==> config.mk <==
export PLATFORM = sky130hd
export DESIGN_NAME = canc_cfg
export DESIGN_NICKNAME = d
export VERILOG_FILES = /design/src/common/canc_pkg.sv /design/src/rtl/canc_cfg.sv
export SDC_FILE = /design/constraint.sdc
export NUM_CORES = 1
export LEC_CHECK = 0
export ABC_CLOCK_PERIOD_IN_PS = 5500
export BUFFER_PORTS_ARGS = -buffer_cell sky130_fd_sc_hd__buf_2
export CORE_ASPECT_RATIO = 1.2
export CORE_MARGIN = 10
export CORE_UTILIZATION = 55
export CTS_BUF_LIST = sky130_fd_sc_hd__clkbuf_2
export DETAILED_ROUTE_END_ITERATION = 16
export GPL_ROUTABILITY_DRIVEN = 0
export HOLD_SLACK_MARGIN = 0.02
export PLACE_DENSITY = 0.79
export SLEW_MARGIN = 25
export SYNTH_ARGS = -nofsm -noshare
export SYNTH_HDL_FRONTEND = slang
export SYNTH_SLANG_ARGS = --single-unit
==> constraint.sdc <==
create_clock -name i_mclk -period 5.5 [get_ports i_mclk]
set_clock_uncertainty 0.1 [all_clocks]
set_input_delay 1.1 -clock i_mclk [delete_from_list [all_inputs] [get_ports i_mclk]]
set_output_delay 1.1 -clock i_mclk [all_outputs]
set_load 0.03 [all_outputs]
==> src/common/canc_pkg.sv <==
// Register map, field layout and reset values of the CAN config block
`default_nettype none
package canc_pkg;
	localparam int ADDR_W = 8;
	localparam int DATA_W = 32;
	// Register byte offsets
	localparam logic [7:0] OFS_TIMING = 8'h00;
	localparam logic [7:0] OFS_INT = 8'h04;
	localparam logic [7:0] OFS_FILT0 = 8'h08;
	localparam logic [7:0] OFS_FILT1 = 8'h0c;
	localparam logic [7:0] OFS_CTRL = 8'h10;
	// Timing register fields
	localparam int POS_PRESCALER = 0;
	localparam int POS_JUMP = 6;
	localparam int POS_PROP = 8;
	localparam int POS_PHASE1 = 11;
	localparam int POS_THREE_SAMPLE = 14;
	localparam int POS_PHASE2_PROG = 15;
	localparam int POS_PHASE2 = 16;
	// Interrupt register fields
	localparam int POS_EN_HI = 27;
	localparam int POS_EN_LO = 16;
	localparam int POS_FL_HI = 11;
	localparam int POS_FL_LO = 0;
	// Event index inside the nine-bit event vectors
	localparam int EV_SYS_ERR = 5;
	localparam int EV_MODE = 3;
	// Flags that software may clear: all but the system error flag
	localparam logic [8:0] FLAG_W1C = 9'h1df;
	// Control register fields
	localparam int POS_MODE = 21;
	localparam int POS_ON = 15;
	localparam logic [2:0] MODE_CONFIG = 3'h4;
	// Filter byte fields
	localparam int POS_FIFO_SELECT = 0;
	localparam int POS_MASK_SELECT = 5;
	localparam int POS_FEN = 7;
	localparam int NUM_FILT = 8;
	localparam int NUM_MASK = 4;
	// Reset values
	localparam logic [2:0] RST_MODE = 3'h4;
	localparam logic [5:0] RST_PRESCALER = 6'h00;
	localparam logic [6:0] RST_TQ_CNT = 7'h00;
endpackage : canc_pkg
`default_nettype wire

==> src/rtl/canc_cfg.sv <==
// CAN bit timing, interrupt and acceptance filter configuration block
// How it works
// Propagation segment lasts field value plus one quanta, one to eight.
// Jump width lasts field value plus one quanta, one to four.
// Time quantum lasts two times prescaler plus one clock periods.
// Phase two not above phase one; when not programmable, set automatically. A programmed phase two is taken as written, not checked against phase one.
// Software avoids three-sample mode while prescaler is below two.
// Software keeps total quanta per bit above seven.
// Timing register writes take effect only in configuration mode.
// Nine interrupt enables sit in bits 31-27 and 19-16.
// Matching event flags in bits 15-11 and 3-0, all reset zero.
// System error flag clears only by turning the module off and on.
// A filter takes part in matching only while enabled.
// Each enabled filter compares through its selected mask, zero to three.
// A matching message goes to the FIFO named by the filter.
// Four filters per register, one per byte: enable, mask, FIFO.
// Filter fields change only while that filter is disabled.
// Interrupt is high while any flag and its enable are both set.
`default_nettype none
module canc_cfg (
	// Clock and reset
	input wire logic i_mclk,
	input wire logic i_rst_n,
	// APB slave
	input wire logic i_psel,
	input wire logic i_penable,
	input wire logic i_pwrite,
	input wire logic [canc_pkg::ADDR_W-1:0] i_paddr,
	input wire logic [canc_pkg::DATA_W-1:0] i_pwdata,
	output logic [canc_pkg::DATA_W-1:0] o_prdata,
	output logic o_pready,
	output logic o_pslverr,
	// Events from the protocol engine, one-cycle pulses
	input wire logic [8:0] i_event,
	// Received message and per filter, per mask match results
	input wire logic i_rx_valid,
	input wire logic [canc_pkg::NUM_FILT*canc_pkg::NUM_MASK-1:0] i_mask_match,
	// Store request towards the receive FIFOs
	output logic o_store_valid,
	output logic [4:0] o_store_fifo,
	output logic [2:0] o_store_filter,
	// Bit timing towards the bit engine
	output logic o_tq_tick,
	output logic [3:0] o_prop_tq,
	output logic [2:0] o_jump_tq,
	output logic [3:0] o_phase1_tq,
	output logic [3:0] o_phase2_tq,
	output logic [4:0] o_quanta_per_bit,
	output logic o_three_sample,
	// Module state and interrupt
	output logic o_module_on,
	output logic [2:0] o_operating_mode,
	output logic o_irq
);
	import canc_pkg::*;

	typedef struct packed {
		logic [5:0] prescaler;
		logic [1:0] jump;
		logic [2:0] prop;
		logic [2:0] phase1;
		logic three_sample;
		logic phase2_prog;
		logic [2:0] phase2;
		logic [8:0] irq_en;
		logic [8:0] flags;
		logic [NUM_FILT-1:0][7:0] filt;
		logic on;
		logic [2:0] mode;
		logic [6:0] tq_cnt;
		logic tq_tick;
		logic [DATA_W-1:0] rdata;
		logic store_valid;
		logic [4:0] store_fifo;
		logic [2:0] store_filter;
	} canc_state_t;

	canc_state_t st_q;
	canc_state_t st_d;

	logic setup;
	logic wr;
	logic hit_map;
	logic [DATA_W-1:0] timing_word;
	logic [DATA_W-1:0] int_word;
	logic [DATA_W-1:0] ctrl_word;
	logic [2:0] phase2_eff;

	// Returns true when the offset belongs to a register
	function automatic logic canc_mapped(input logic [ADDR_W-1:0] a);
		canc_mapped = (a == OFS_TIMING) || (a == OFS_INT) ||
			(a == OFS_FILT0) || (a == OFS_FILT1) || (a == OFS_CTRL);
	endfunction : canc_mapped

	// New filter byte: fields held while the filter is enabled before the write, even when that write disables it
	function automatic logic [7:0] canc_filt_wr(input logic [7:0] cur,
		input logic [7:0] wv);
		if (cur[POS_FEN]) begin
			canc_filt_wr = {wv[POS_FEN], cur[6:0]};
		end else begin
			canc_filt_wr = wv;
		end
	endfunction : canc_filt_wr

	assign setup = i_psel && !i_penable;
	assign wr = i_psel && i_penable && i_pwrite;
	assign hit_map = canc_mapped(i_paddr);

	// Auto phase two tracks phase one, so it never exceeds it
	assign phase2_eff = st_q.phase2_prog ? st_q.phase2 : st_q.phase1;

	always_comb begin
		timing_word = '0;
		timing_word[POS_PRESCALER +: 6] = st_q.prescaler;
		timing_word[POS_JUMP +: 2] = st_q.jump;
		timing_word[POS_PROP +: 3] = st_q.prop;
		timing_word[POS_PHASE1 +: 3] = st_q.phase1;
		timing_word[POS_THREE_SAMPLE] = st_q.three_sample;
		timing_word[POS_PHASE2_PROG] = st_q.phase2_prog;
		timing_word[POS_PHASE2 +: 3] = phase2_eff;
		int_word = '0;
		int_word[POS_EN_HI +: 5] = st_q.irq_en[8:4];
		int_word[POS_EN_LO +: 4] = st_q.irq_en[3:0];
		int_word[POS_FL_HI +: 5] = st_q.flags[8:4];
		int_word[POS_FL_LO +: 4] = st_q.flags[3:0];
		ctrl_word = '0;
		ctrl_word[POS_MODE +: 3] = st_q.mode;
		ctrl_word[POS_ON] = st_q.on;
	end

	always_comb begin
		logic [8:0] ev;
		logic [8:0] clr;
		logic [NUM_FILT-1:0][7:0] wf;
		logic [2:0] mask_select;
		st_d = st_q;
		ev = i_event;
		clr = '0;
		wf = '0;
		mask_select = '0;

		// Quantum tick every 2*(prescaler+1) clocks while on
		if (!st_q.on || st_q.tq_cnt == {st_q.prescaler, 1'b1}) begin
			st_d.tq_cnt = RST_TQ_CNT;
		end else begin
			st_d.tq_cnt = st_q.tq_cnt + 7'h01;
		end
		st_d.tq_tick = st_q.on && st_q.tq_cnt == {st_q.prescaler, 1'b1};

		// Read data is captured in setup so the access phase needs no wait
		if (setup) begin
			unique case (i_paddr)
				OFS_TIMING: st_d.rdata = timing_word;
				OFS_INT: st_d.rdata = int_word;
				OFS_FILT0: st_d.rdata = st_q.filt[3:0];
				OFS_FILT1: st_d.rdata = st_q.filt[7:4];
				OFS_CTRL: st_d.rdata = ctrl_word;
				default: st_d.rdata = '0;
			endcase
		end

		if (wr) begin
			unique case (i_paddr)
				OFS_TIMING: begin
					if (st_q.mode == MODE_CONFIG) begin
						st_d.prescaler = i_pwdata[POS_PRESCALER +: 6];
						st_d.jump = i_pwdata[POS_JUMP +: 2];
						st_d.prop = i_pwdata[POS_PROP +: 3];
						st_d.phase1 = i_pwdata[POS_PHASE1 +: 3];
						st_d.three_sample = i_pwdata[POS_THREE_SAMPLE];
						st_d.phase2_prog = i_pwdata[POS_PHASE2_PROG];
						st_d.phase2 = i_pwdata[POS_PHASE2 +: 3];
					end
				end
				OFS_INT: begin
					st_d.irq_en = {i_pwdata[POS_EN_HI +: 5],
						i_pwdata[POS_EN_LO +: 4]};
					clr = {i_pwdata[POS_FL_HI +: 5],
						i_pwdata[POS_FL_LO +: 4]} & FLAG_W1C;
				end
				OFS_FILT0, OFS_FILT1: begin
					wf = {i_pwdata, i_pwdata};
					for (int f = 0; f < NUM_FILT; f++) begin
						if ((f < 4) == (i_paddr == OFS_FILT0)) begin
							st_d.filt[f] = canc_filt_wr(st_q.filt[f],
								wf[f]);
						end
					end
				end
				OFS_CTRL: begin
					st_d.mode = i_pwdata[POS_MODE +: 3];
					st_d.on = i_pwdata[POS_ON];
					if (i_pwdata[POS_MODE +: 3] != st_q.mode) begin
						ev[EV_MODE] = 1'b1;
					end
					if (!st_q.on && i_pwdata[POS_ON]) begin
						clr[EV_SYS_ERR] = 1'b1;
					end
				end
				default: begin
				end
			endcase
		end

		// A new event wins over a clear in the same cycle
		st_d.flags = (st_q.flags & ~clr) | ev;

		// Lowest numbered enabled filter whose selected mask matches wins
		st_d.store_valid = 1'b0;
		for (int f = NUM_FILT - 1; f >= 0; f--) begin
			mask_select = {1'b0, st_q.filt[f][POS_MASK_SELECT +: 2]};
			if (i_rx_valid && st_q.filt[f][POS_FEN] &&
				i_mask_match[f*NUM_MASK + int'(mask_select)]) begin
				st_d.store_valid = 1'b1;
				st_d.store_fifo = st_q.filt[f][POS_FIFO_SELECT +: 5];
				st_d.store_filter = 3'(f);
			end
		end
	end

	always_ff @(posedge i_mclk or negedge i_rst_n) begin
		if (!i_rst_n) begin
			st_q <= '0;
			st_q.prescaler <= RST_PRESCALER;
			st_q.mode <= RST_MODE;
			st_q.tq_cnt <= RST_TQ_CNT;
		end else begin
			st_q <= st_d;
		end
	end

	// Zero wait states; unmapped offsets answer with an error
	assign o_pready = 1'b1;
	assign o_pslverr = i_psel && i_penable && !hit_map;
	assign o_prdata = st_q.rdata;

	assign o_store_valid = st_q.store_valid;
	assign o_store_fifo = st_q.store_fifo;
	assign o_store_filter = st_q.store_filter;

	assign o_tq_tick = st_q.tq_tick;
	assign o_prop_tq = {1'b0, st_q.prop} + 4'h1;
	assign o_jump_tq = {1'b0, st_q.jump} + 3'h1;
	assign o_phase1_tq = {1'b0, st_q.phase1} + 4'h1;
	assign o_phase2_tq = {1'b0, phase2_eff} + 4'h1;
	// Sync segment plus the three programmed segments
	assign o_quanta_per_bit = 5'h1 + {1'b0, o_prop_tq} +
		{1'b0, o_phase1_tq} + {1'b0, o_phase2_tq};
	assign o_three_sample = st_q.three_sample;

	assign o_module_on = st_q.on;
	assign o_operating_mode = st_q.mode;
	assign o_irq = |(st_q.irq_en & st_q.flags);
endmodule : canc_cfg
`default_nettype wire

# == Word-level counts from Yosys, hierarchy flattened ==
# Index checks and enable logic that the tools add are counted.
# word_totals
input_bits,87
register_bits,154
# op_classes
n_bitwise,13
order_cmp,8
n_mux,42
n_reduce_logical,47
add_sub_neg,15
n_eq_ne,7
# ops
operator,count
case mux 32 bit (5 select lines),1
2-to-1 mux 9 bit,9
binary-select mux 1 bit (select 5 bit),7
AND reduction 4 bit,8
adder 5 x 2 -> 6 bit (first input constant),4
less-than comparator 6 bit (second input constant),4
logical AND 1 bit,22
2-to-1 mux 1 bit,20
bitwise AND 9 bit,2
== test 8 x 4 -> 1 bit (second input constant),2
adder 3 x 1 -> 4 bit (second input constant),3
less-than comparator 5 x 6 -> 1 bit (second input constant),2
adder 4 x 2 -> 5 bit (first input constant),2
adder 5 x 4 -> 5 bit,2
NOT 1 bit,9
NOT 9 bit,1
bitwise OR 9 bit,1
AND reduction 3 bit,3
OR reduction 9 bit,1
== test 8 x 3 -> 1 bit (second input constant),1
== test 8 x 5 -> 1 bit (second input constant),1
logical NOT 8 bit,1
nonzero test 8 bit,1
adder 7 x 1 -> 7 bit (second input constant),1
other kinds (16),24

# == Logic depth before layout (Yosys ltp) ==
# Gate-level depths: netlist (run 1).
# depth
depth_word,13
ltp_mapped,11

# == Worst setup path after synthesis (run 1) ==
# No wires, ideal clock.
# synth_timing
path_type,register to output
start,reg st_q[140] (netlist bit)
end,out o_quanta_per_bit[4]
arrival_ps,3113
path_slack_ps,1187
path_buffers,0
stages_incl_launch_ff,11
cell_sequence,dfrtp_1 -> inv_1 -> o21ai_0 -> ha_1 -> inv_1 -> fa_1 -> fa_1 -> inv_1 -> a21o_1 -> a21oi_1 -> xor2_1
# synth_via
elab_chain_len,3
# synth_lines
element,line_no,text
from (decl),canc_cfg.sv:78,canc_state_t st_q;
from (signal assigned),canc_cfg.sv:228,st_q <= st_d;
adder 3 x 1 -> 4 bit,canc_cfg.sv:244,"assign o_phase1_tq = {1'b0, st_q.phase1} + 4'h1;"
via o_phase1_tq[0],canc_cfg.sv:46,"output logic [3:0] o_phase1_tq,"
adder 5 x 4 -> 5 bit,canc_cfg.sv:247,"assign o_quanta_per_bit = 5'h1 + {1'b0, o_prop_tq} +"
adder 5 x 4 -> 5 bit,canc_cfg.sv:248,"{1'b0, o_phase1_tq} + {1'b0, o_phase2_tq};"
to (decl),canc_cfg.sv:48,"output logic [4:0] o_quanta_per_bit,"
# The timed path passes the listed nets, and every way through them passes these cells.

# == Worst setup path in the final report (run 1) ==
# layout_timing
start,reg st_q[140] (netlist bit)
end,out o_quanta_per_bit[4]
# layout_via
elab_chain_len,3
# layout_lines
element,line_no
adder 3 x 1 -> 4 bit / 2-to-1 mux 3 bit (equally long branches),"canc_cfg.sv:244, canc_cfg.sv:110"
adder 5 x 4 -> 5 bit / adder 3 x 1 -> 4 bit (equally long branches),"canc_cfg.sv:247, canc_cfg.sv:245"
adder 5 x 4 -> 5 bit (*),canc_cfg.sv:248
# Every way passes the cells marked *; elsewhere a longest branch is shown, timed or not.

==> results.json, run 1 <==
{
  "mostFrequentLayoutCells": "154 x buf_2, 153 x dfrtp_1, 109 x mux2_2",
  "clk_latency_ns": 0.70,
  "core_mm2": 0.0144,
  "grt_max_degree": 122,
  "yosys_warnings": 0,
  "worst-path-max-fanout": 5,
  "critPathKind": "register to output port",
  "vias": 6076,
  "cap_violations": 0,
  "period_share": 0.913,
  "synth_seq_cells": 154,
  "ios": 157,
  "initial_core_util": 0.561,
  "numCtsBuffers": 17,
  "fmax_mhz": 199,
  "yosys.area_share.simple": 0.0940,
  "postCtsSetupRepairBufs": 0,
  "end_kind": "output port",
  "async_reset_ff_frac": 1.00,
  "finalSetupTns_ns": 0,
  "clk_pin_slew_worst_paths_ns": 0.22,
  "area_delta_synth_final_pct": 10.2,
  "totalPowerFinal_uw": 2070,
  "cp_slowest_cell": "o21ai_0",
  "synth_top_family_by_area": "multiplexers",
  "hpwl_mm": 17.2,
  "post-route-util": 0.618,
  "drive_gt1_frac": 0.420,
  "first_pass_iters": 6,
  "critPathMaxStageDelay_ns": 0.53,
  "slew_headroom": 0.331,
  "peakVddDrop_mv": 0.132,
  "h-tree-depth": 4,
  "worst_pin_slew_ns": 0.996,
  "synth-xor-area-share": 0.0216,
  "synth_edf_count": 0,
  "routed_wl_mm": 22.3,
  "fin_ws_ns": 0.480,
  "synth_mux_area_frac": 0.212,
  "synth_cell_types": 59,
  "hold_viol": 0,
  "leakage_uw": 0.00440,
  "powerDensity_mw_per_mm2": 232,
  "cts_tree": "done",
  "critical_path.cell_chain": "inv_1, o21ai_0, ha_1, xnor2_1, fa_1, inv_1, ha_1, a21o_1, a21oi_1, xor2_1, buf_2",
  "setup_viol": 0,
  "wire_per_inst_um": 22.7,
  "critPathArrivalTime_ns": 3.82,
  "grt.total_usage": 0.225,
  "cts_resized": 0,
  "mostFrequentLayoutCell": "buf_2",
  "die_h_um": 153,
  "routed_via_density": 6.17,
  "synth_area_leaders": "dfrtp_1 47%, mux2_2 15%, mux4_2 5.0%",
  "clock_sinks": 154,
  "post-route-min-period_ns": 5.02,
  "ctsHoldBuffers": 0,
  "synth_fa_ha_area_frac": 0.0254,
  "dieArea_mm2": 0.0200,
  "rows": 48,
  "nets": 896,
  "cts_buffer_depth": 2,
  "cts-root-buf": "clkbuf_2",
  "synth_cells": 687,
  "drt_iter0_markers": 889,
  "start_kind": "register",
  "rsz0062_at_grt": "no",
  "synth_ff_type": "dfrtp_1",
  "cp.required_ns": 4.30,
  "ys_seq_area_frac": 0.476,
  "synth-compound-area-share": 0.102,
  "detail-route-antenna-nets": 0,
  "worst_hold_path_type": "input port to async pin",
  "place_ws_ns": 1.28,
  "grt_pass1_vias": 6259,
  "die_w_um": 131,
  "grt-ovfl-total": 0,
  "drc": 0,
  "run_status": "finished, final reports clean",
  "synth_top_cell_by_area": "dfrtp_1",
  "io_buffers": 155,
  "slew_viol_final": 0,
  "antenna_found_initial": 4,
  "grt_pass1_wl_mm": 34.9,
  "syn_area_mm2": 0.00809,
  "synth_top_cell_area_share": 0.473,
  "syn_avg_cell_area_um2": 11.8,
  "syn_nets": 788
}
## registers in the layout, indices dropped and copies added (netlist names)
| register | count |
|---|---|
| o_store_valid | 1 |
| o_operating_mode | 3 |
| int_word | 18 |
| st_q | 89 |
| o_store_filter | 3 |
| o_module_on | 1 |
| o_tq_tick | 1 |
| o_store_fifo | 5 |
| o_prdata | 32 |
| o_three_sample | 1 |
## cells by family (layout without fill, tap and decap cells)
logic type | Yosys count | in the layout
AND/OR/NAND/NOR | 150 | 150
adder cells (fa/ha/maj) | 14 | 14
XOR/XNOR | 20 | 20
AO/OA/AOI/OAI | 113 | 113
buffers and inverters | 100 | 220
flip-flops | 154 | 154
multiplexers | 135 | 135
other | 1 | 4
## critical path, delay by kind of cell, from the launching register on
family                   cells  cell delay [ns]
adder cells (fa/ha/maj)      3             1.14
AO/OA/AOI/OAI                3             0.89
flip-flops                   1             0.45
buffers and inverters        3             0.36
XOR/XNOR                     2             0.28
## metrics by stage
stage | instances | cell area [µm²] | hold WS (ns)
floorplan | 687 | 8090 | 0.338
global placement | 950 | 8670 | 0.360
detailed placement | 950 | 8670 | 0.362
CTS | 981 | 8870 | 0.386
global route | 984 | 8910 | 0.105
finish | 985 | 8910 | 0.137
## power breakdown
| part | internal (µW) | switching (µW) | total, µW |
|---|---|---|---|
| Combinational | 112 | 187 | 299 |
| Sequential | 1180 | 38.4 | 1220 |
| Clock | 160 | 395 | 556 |
| Total | 1450 | 620 | 2070 |
## cell usage after synthesis (all sizes together), types with 14 or more instances
cell type    n
dfrtp      153
xnor2       15
clkbuf      15
a22oi       14
buf         55
inv         30
mux2       109
o31ai       17
mux4        18
nand3       24
nor2        34
nand2       58
o21ai       20
## final timing paths
path / slack [ns] / to / startpoint / cells past startpoint
setup / recovery: 0.48 / o_quanta_per_bit[4] / st_q[140] / 11
hold / removal: 0.14 / o_prdata[21] / i_rst_n / 1
setup reg to reg: 3.01 / o_store_fifo[4] / st_q[90] / 5
hold reg to reg: 0.39 / st_q[42] / st_q[42] / 1
max in group asynchronous: 3.95 / o_prdata[18] / i_rst_n / 3
min in group i_mclk: 0.39 / st_q[42] / st_q[42] / 1
## area by class of cell
class                      count  area, µm²
timing repair buffer         159        835
clock inverter                12        103
sequential                   154       3850
tap                          175        219
clock buffer                  19       95.1
fill                        1157       5500
inverter                      30        113
antenna                        3       7.51
multi-input combinational    433       3690
## per-layer routing
metal / up-vias / GRT usage / part of all wire
li1: 2673 / - / -
met1: 3014 / 0.269 / 0.37
met2: 320 / 0.369 / 0.51
met3: 67 / 0.0571 / 0.083
met4: 2 / 0.103 / 0.039
met5: - / 0 / 0.00031
Power figures use the tool's default switching activity.
==> inputs of run 2 (changes only) <==
Settings changed: ABC_CLOCK_PERIOD_IN_PS 5500 to 5900.
Clock period 5.5 ns to 5.9 ns, I/O delays scaled along.
==> results.json, run 2 (synthesis gave the netlist of run 1 again) <==
{
  "worst_hold_path_type": "input port to async pin",
  "fmax_mhz": 193,
  "critPathKind": "register to output port",
  "area_delta_synth_final_pct": 10.4,
  "postCtsSetupRepairBufs": 0,
  "rows": 48,
  "h-tree-depth": 4,
  "post-route-min-period_ns": 5.17,
  "mostFrequentLayoutCell": "buf_2",
  "powerDensity_mw_per_mm2": 227,
  "cp.required_ns": 4.62,
  "reg2reg_slack_ns": 3.32,
  "place_area_mm2": 0.00867,
  "grt_pass1_vias": 6183,
  "initial_core_util": 0.561,
  "nets": 895,
  "hold_viol": 0,
  "clk_pin_slew_worst_paths_ns": 0.23,
  "register_area_mm2": 0.00385,
  "grt_max_degree": 101,
  "dieArea_mm2": 0.0200,
  "drc": 0,
  "ctsHoldBuffers": 0,
  "critPathArrivalTime_ns": 3.89,
  "start_kind": "register",
  "grt.total_usage": 0.226,
  "top_register": "st_q",
  "drive_gt1_frac": 0.424,
  "finalSetupTns_ns": 0,
  "fillerInstances": 1138,
  "worst-path-max-fanout": 5,
  "slew_viol_final": 0,
  "cts-root-buf": "clkbuf_2",
  "place_ws_ns": 1.58,
  "multiInputGateArea_mm2": 0.00369,
  "hpwl_mm": 17.1,
  "clock_sinks": 154,
  "cap_violations": 0,
  "grt_pass1_wl_mm": 35.0,
  "leakage_uw": 0.00442,
  "run_status": "finished, final reports clean",
  "fin_area_mm2": 0.00893,
  "numCtsBuffers": 17,
  "io_buffers": 155,
  "clk_latency_ns": 0.76,
  "peakVddDrop_mv": 0.165,
  "period_share": 0.877,
  "wire_per_inst_um": 22.9,
  "largest_reg_flops": 89,
  "fin_ws_ns": 0.728,
  "worst_pin_slew_ns": 0.975,
  "setup_viol": 0,
  "slew_headroom": 0.345,
  "core_mm2": 0.0144,
  "cts_tree": "done",
  "first_pass_iters": 5,
  "cts_buffer_depth": 2,
  "detail-route-antenna-nets": 0,
  "drt_iter0_markers": 683,
  "end_kind": "output port",
  "totalPowerFinal_uw": 2020,
  "routed_wl_mm": 22.5,
  "vias": 6077,
  "rsz0062_at_grt": "no",
  "die_w_um": 131,
  "die_h_um": 153,
  "cts_resized": 0,
  "ios": 157,
  "antenna_found_initial": 2,
  "mostFrequentLayoutCells": "154 x buf_2, 153 x dfrtp_1, 109 x mux2_2",
  "routed_via_density": 6.18,
  "grt-ovfl-total": 0
}
==> run 2: changes by cell type in the layout (fill, tap and decap cells not counted), moves of 2 or more <==
cell,change
inv_6,+3
clkinv_1,-3
diode_2,-2
clkbuf_2,-2
==> run 2: final cells by class <==
class	instances	share of cell area
flip-flops and latches	154	0.432
multi-input cells	433	0.413
repair buffers	158	0.0901
well taps	175	0.0245
clock inverters	15	0.0185
inverters	30	0.0126
clock buffers	17	0.00953
diodes	1	0.000280
==> run 2: final timing paths <==
check,startpoint,end,cells past startpoint
setup / recovery,st_q[140],o_quanta_per_bit[4],11
hold / removal,i_rst_n,o_prdata[29],1
setup reg to reg,st_q[90],o_store_fifo[3],5
hold reg to reg,st_q[42],st_q[42],1
max in group asynchronous,i_rst_n,st_q[76],2
min in group i_mclk,st_q[42],st_q[42],1
==> run 2: worst max-delay path: stages (launching register included) <==
cell	delay [ns]
dfrtp_1	0.46
inv_1	0.09
o21ai_0	0.55
ha_1	0.30
xnor2_1	0.13
fa_1	0.53
inv_1	0.05
ha_1	0.33
a21o_1	0.20
a21oi_1	0.16
xor2_1	0.15
buf_2	0.21
==> run 2: per-stage QoR <==
step	util	hold WS, ns	std cells
finish	0.620	0.385	983
global route	0.620	0.429	983
CTS	0.619	0.406	982
detailed placement	0.602	0.360	950
global placement	0.602	0.359	950
floorplan	-	0.338	687
==> run 2: power by group <==
group | total [µW] | switching [µW] | internal (µW) | leakage [µW]
logic | 272 | 170 | 102 | 0.00220
registers | 1130 | 36.9 | 1100 | 0.00208
clock network | 618 | 415 | 203 | 0.000144
total | 2020 | 622 | 1400 | 0.00442
==> run 2: layer usage <==
metal	track usage	part of all wire	vias to the layer above
li1	-	-	2662
met1	0.274	0.38	3085
met2	0.379	0.52	269
met3	0.0526	0.068	59
met4	0.0833	0.031	2
met5	0	0.00031	-
==> inputs of run 3 (changes only) <==
Settings changed: RECOVER_POWER set to 50.
==> results.json, run 3 (synthesis gave the netlist of run 1 again) <==
{
  "run_status": "finished with violations",
  "violations": "max-capacitance violations, max-slew violations",
  "die_w_um": 131,
  "hold_viol": 0,
  "critPathArrivalTime_ns": 3.90,
  "reg2reg_to": "o_store_fifo[4]",
  "critPathMaxStageDelay_ns": 0.56,
  "p_clk_frac": 0.305,
  "antenna_found_initial": 2,
  "grt_pass1_wl_mm": 35.0,
  "clock_sinks": 154,
  "wire_per_inst_um": 22.9,
  "clk_pin_slew_worst_paths_ns": 0.23,
  "swShare": 0.308,
  "post-route-min-period_ns": 5.18,
  "period_share": 0.879,
  "drive_gt1_frac": 0.419,
  "grt-ovfl-total": 0,
  "drt_iter0_markers": 678,
  "cts_tree": "done",
  "seq_power_share": 0.560,
  "worstRegToRegCells": 5,
  "routed_via_density": 6.22,
  "grt_max_degree": 101,
  "top_register": "st_q",
  "setup_viol": 0,
  "vias": 6115,
  "combPwrFrac": 0.134,
  "reg2reg_slack_ns": 3.42,
  "ios": 157,
  "nets": 895,
  "worst_pin_slew_ns": 4.49,
  "min_path_cells": 2,
  "fmax_mhz": 193,
  "mostFrequentLayoutCells": "153 x buf_2, 153 x dfrtp_1, 109 x mux2_2",
  "critical_path.cell_chain": "inv_1, o21ai_0, ha_1, xnor2_1, fa_1, inv_1, ha_1, a21o_1, a21oi_1, xor2_1, buf_2",
  "worst_hold_path_type": "register to register",
  "cts-root-buf": "clkbuf_2",
  "first_pass_iters": 5,
  "peakVddDrop_mv": 0.165,
  "postCtsSetupRepairBufs": 0,
  "routed_wl_mm": 22.5,
  "slew_headroom": -2.00,
  "hpwl_mm": 17.1,
  "h-tree-depth": 4,
  "end_kind": "output port",
  "rows": 48,
  "cp.required_ns": 4.62,
  "r2r-start": "st_q[90]",
  "cts_resized": 0,
  "core_mm2": 0.0144,
  "ctsHoldBuffers": 0,
  "powerDensity_mw_per_mm2": 227,
  "initial_core_util": 0.561,
  "cap_violations": 2,
  "start_kind": "register",
  "worstSetupEndpoint": "o_quanta_per_bit[4]",
  "grt_pass1_vias": 6183,
  "drc": 0,
  "finalSetupTns_ns": 0,
  "p_switching_uw": 624,
  "cp_slowest_cell": "o21ai_0",
  "cts_buffer_depth": 2,
  "detail-route-antenna-nets": 0,
  "area_delta_synth_final_pct": 10.3,
  "p_int_uw": 1400,
  "io_buffers": 155,
  "hold_ws_ns": 0.407,
  "worst-path-max-fanout": 5,
  "clk_latency_ns": 0.77,
  "largest_reg_flops": 89,
  "slew_viol_final": 133,
  "die_h_um": 153,
  "numCtsBuffers": 17,
  "crit_start": "st_q[140]",
  "critPathKind": "register to output port",
  "dieArea_mm2": 0.0200,
  "grt.total_usage": 0.226,
  "leakage_uw": 0.00441,
  "rsz0062_at_grt": "no"
}
-- run 3: layout make-up --
type	count	area [µm²]
fill	1141	5490
clock buffer	17	85.1
clock inverter	15	165
antenna	1	2.50
tap	175	219
inverter	30	113
sequential	154	3850
timing repair buffer	158	798
multi-input combinational	433	3690
-- run 3: worst min path at each step --
stage	end	from	slack, ns
after floorplan	st_q[42]	st_q[42]	0.34
after global placement	o_prdata[0]	o_prdata[0]	0.36
after detailed placement	o_prdata[28]	o_prdata[28]	0.36
after CTS	o_prdata[28]	o_prdata[28]	0.41
after global routing	st_q[42]	st_q[42]	0.43
final	o_prdata[28]	o_prdata[28]	0.41
-- run 3: critical path: cells and delay by family (launching register included) --
kind | cells | cell delay (ns)
xor gates and xnor gates | 2 | 0.28
DFF | 1 | 0.46
adders and majority gates | 3 | 1.16
AOI/OAI and AO/OA | 3 | 0.92
buffers and inverters | 3 | 0.35
-- run 3: power by group through the flow --
stage | Sequential, µW | Clock [µW] | Combinational [µW]
after floorplan | 1150 | 0 | 185
after global placement | 1150 | 0 | 266
after detailed placement | 1150 | 0 | 272
after CTS | 1130 | 621 | 275
after global routing | 1140 | 667 | 298
final | 1140 | 619 | 272
-- run 3: per-stage QoR --
step / total power (µW) / setup WS (ns) / instances / instance area (µm²) / util
after global routing: 2110 / 0.391 / 983 / 8920 / 0.619
final: 2030 / 0.716 / 983 / 8920 / 0.619
after global placement: 1420 / 1.79 / 950 / 8670 / 0.602
after floorplan: 1330 / 1.51 / 687 / 8090 / -
after CTS: 2030 / 0.730 / 982 / 8920 / 0.619
after detailed placement: 1420 / 1.58 / 950 / 8670 / 0.602
-- run 3: layer usage --
metal | part of all wire | GRT usage | vias to the layer above
met2 | 0.51 | 0.379 | 306
met5 | 0.00031 | 0 | -
met1 | 0.38 | 0.274 | 3071
li1 | - | - | 2667
met4 | 0.035 | 0.0833 | 2
met3 | 0.077 | 0.0526 | 69
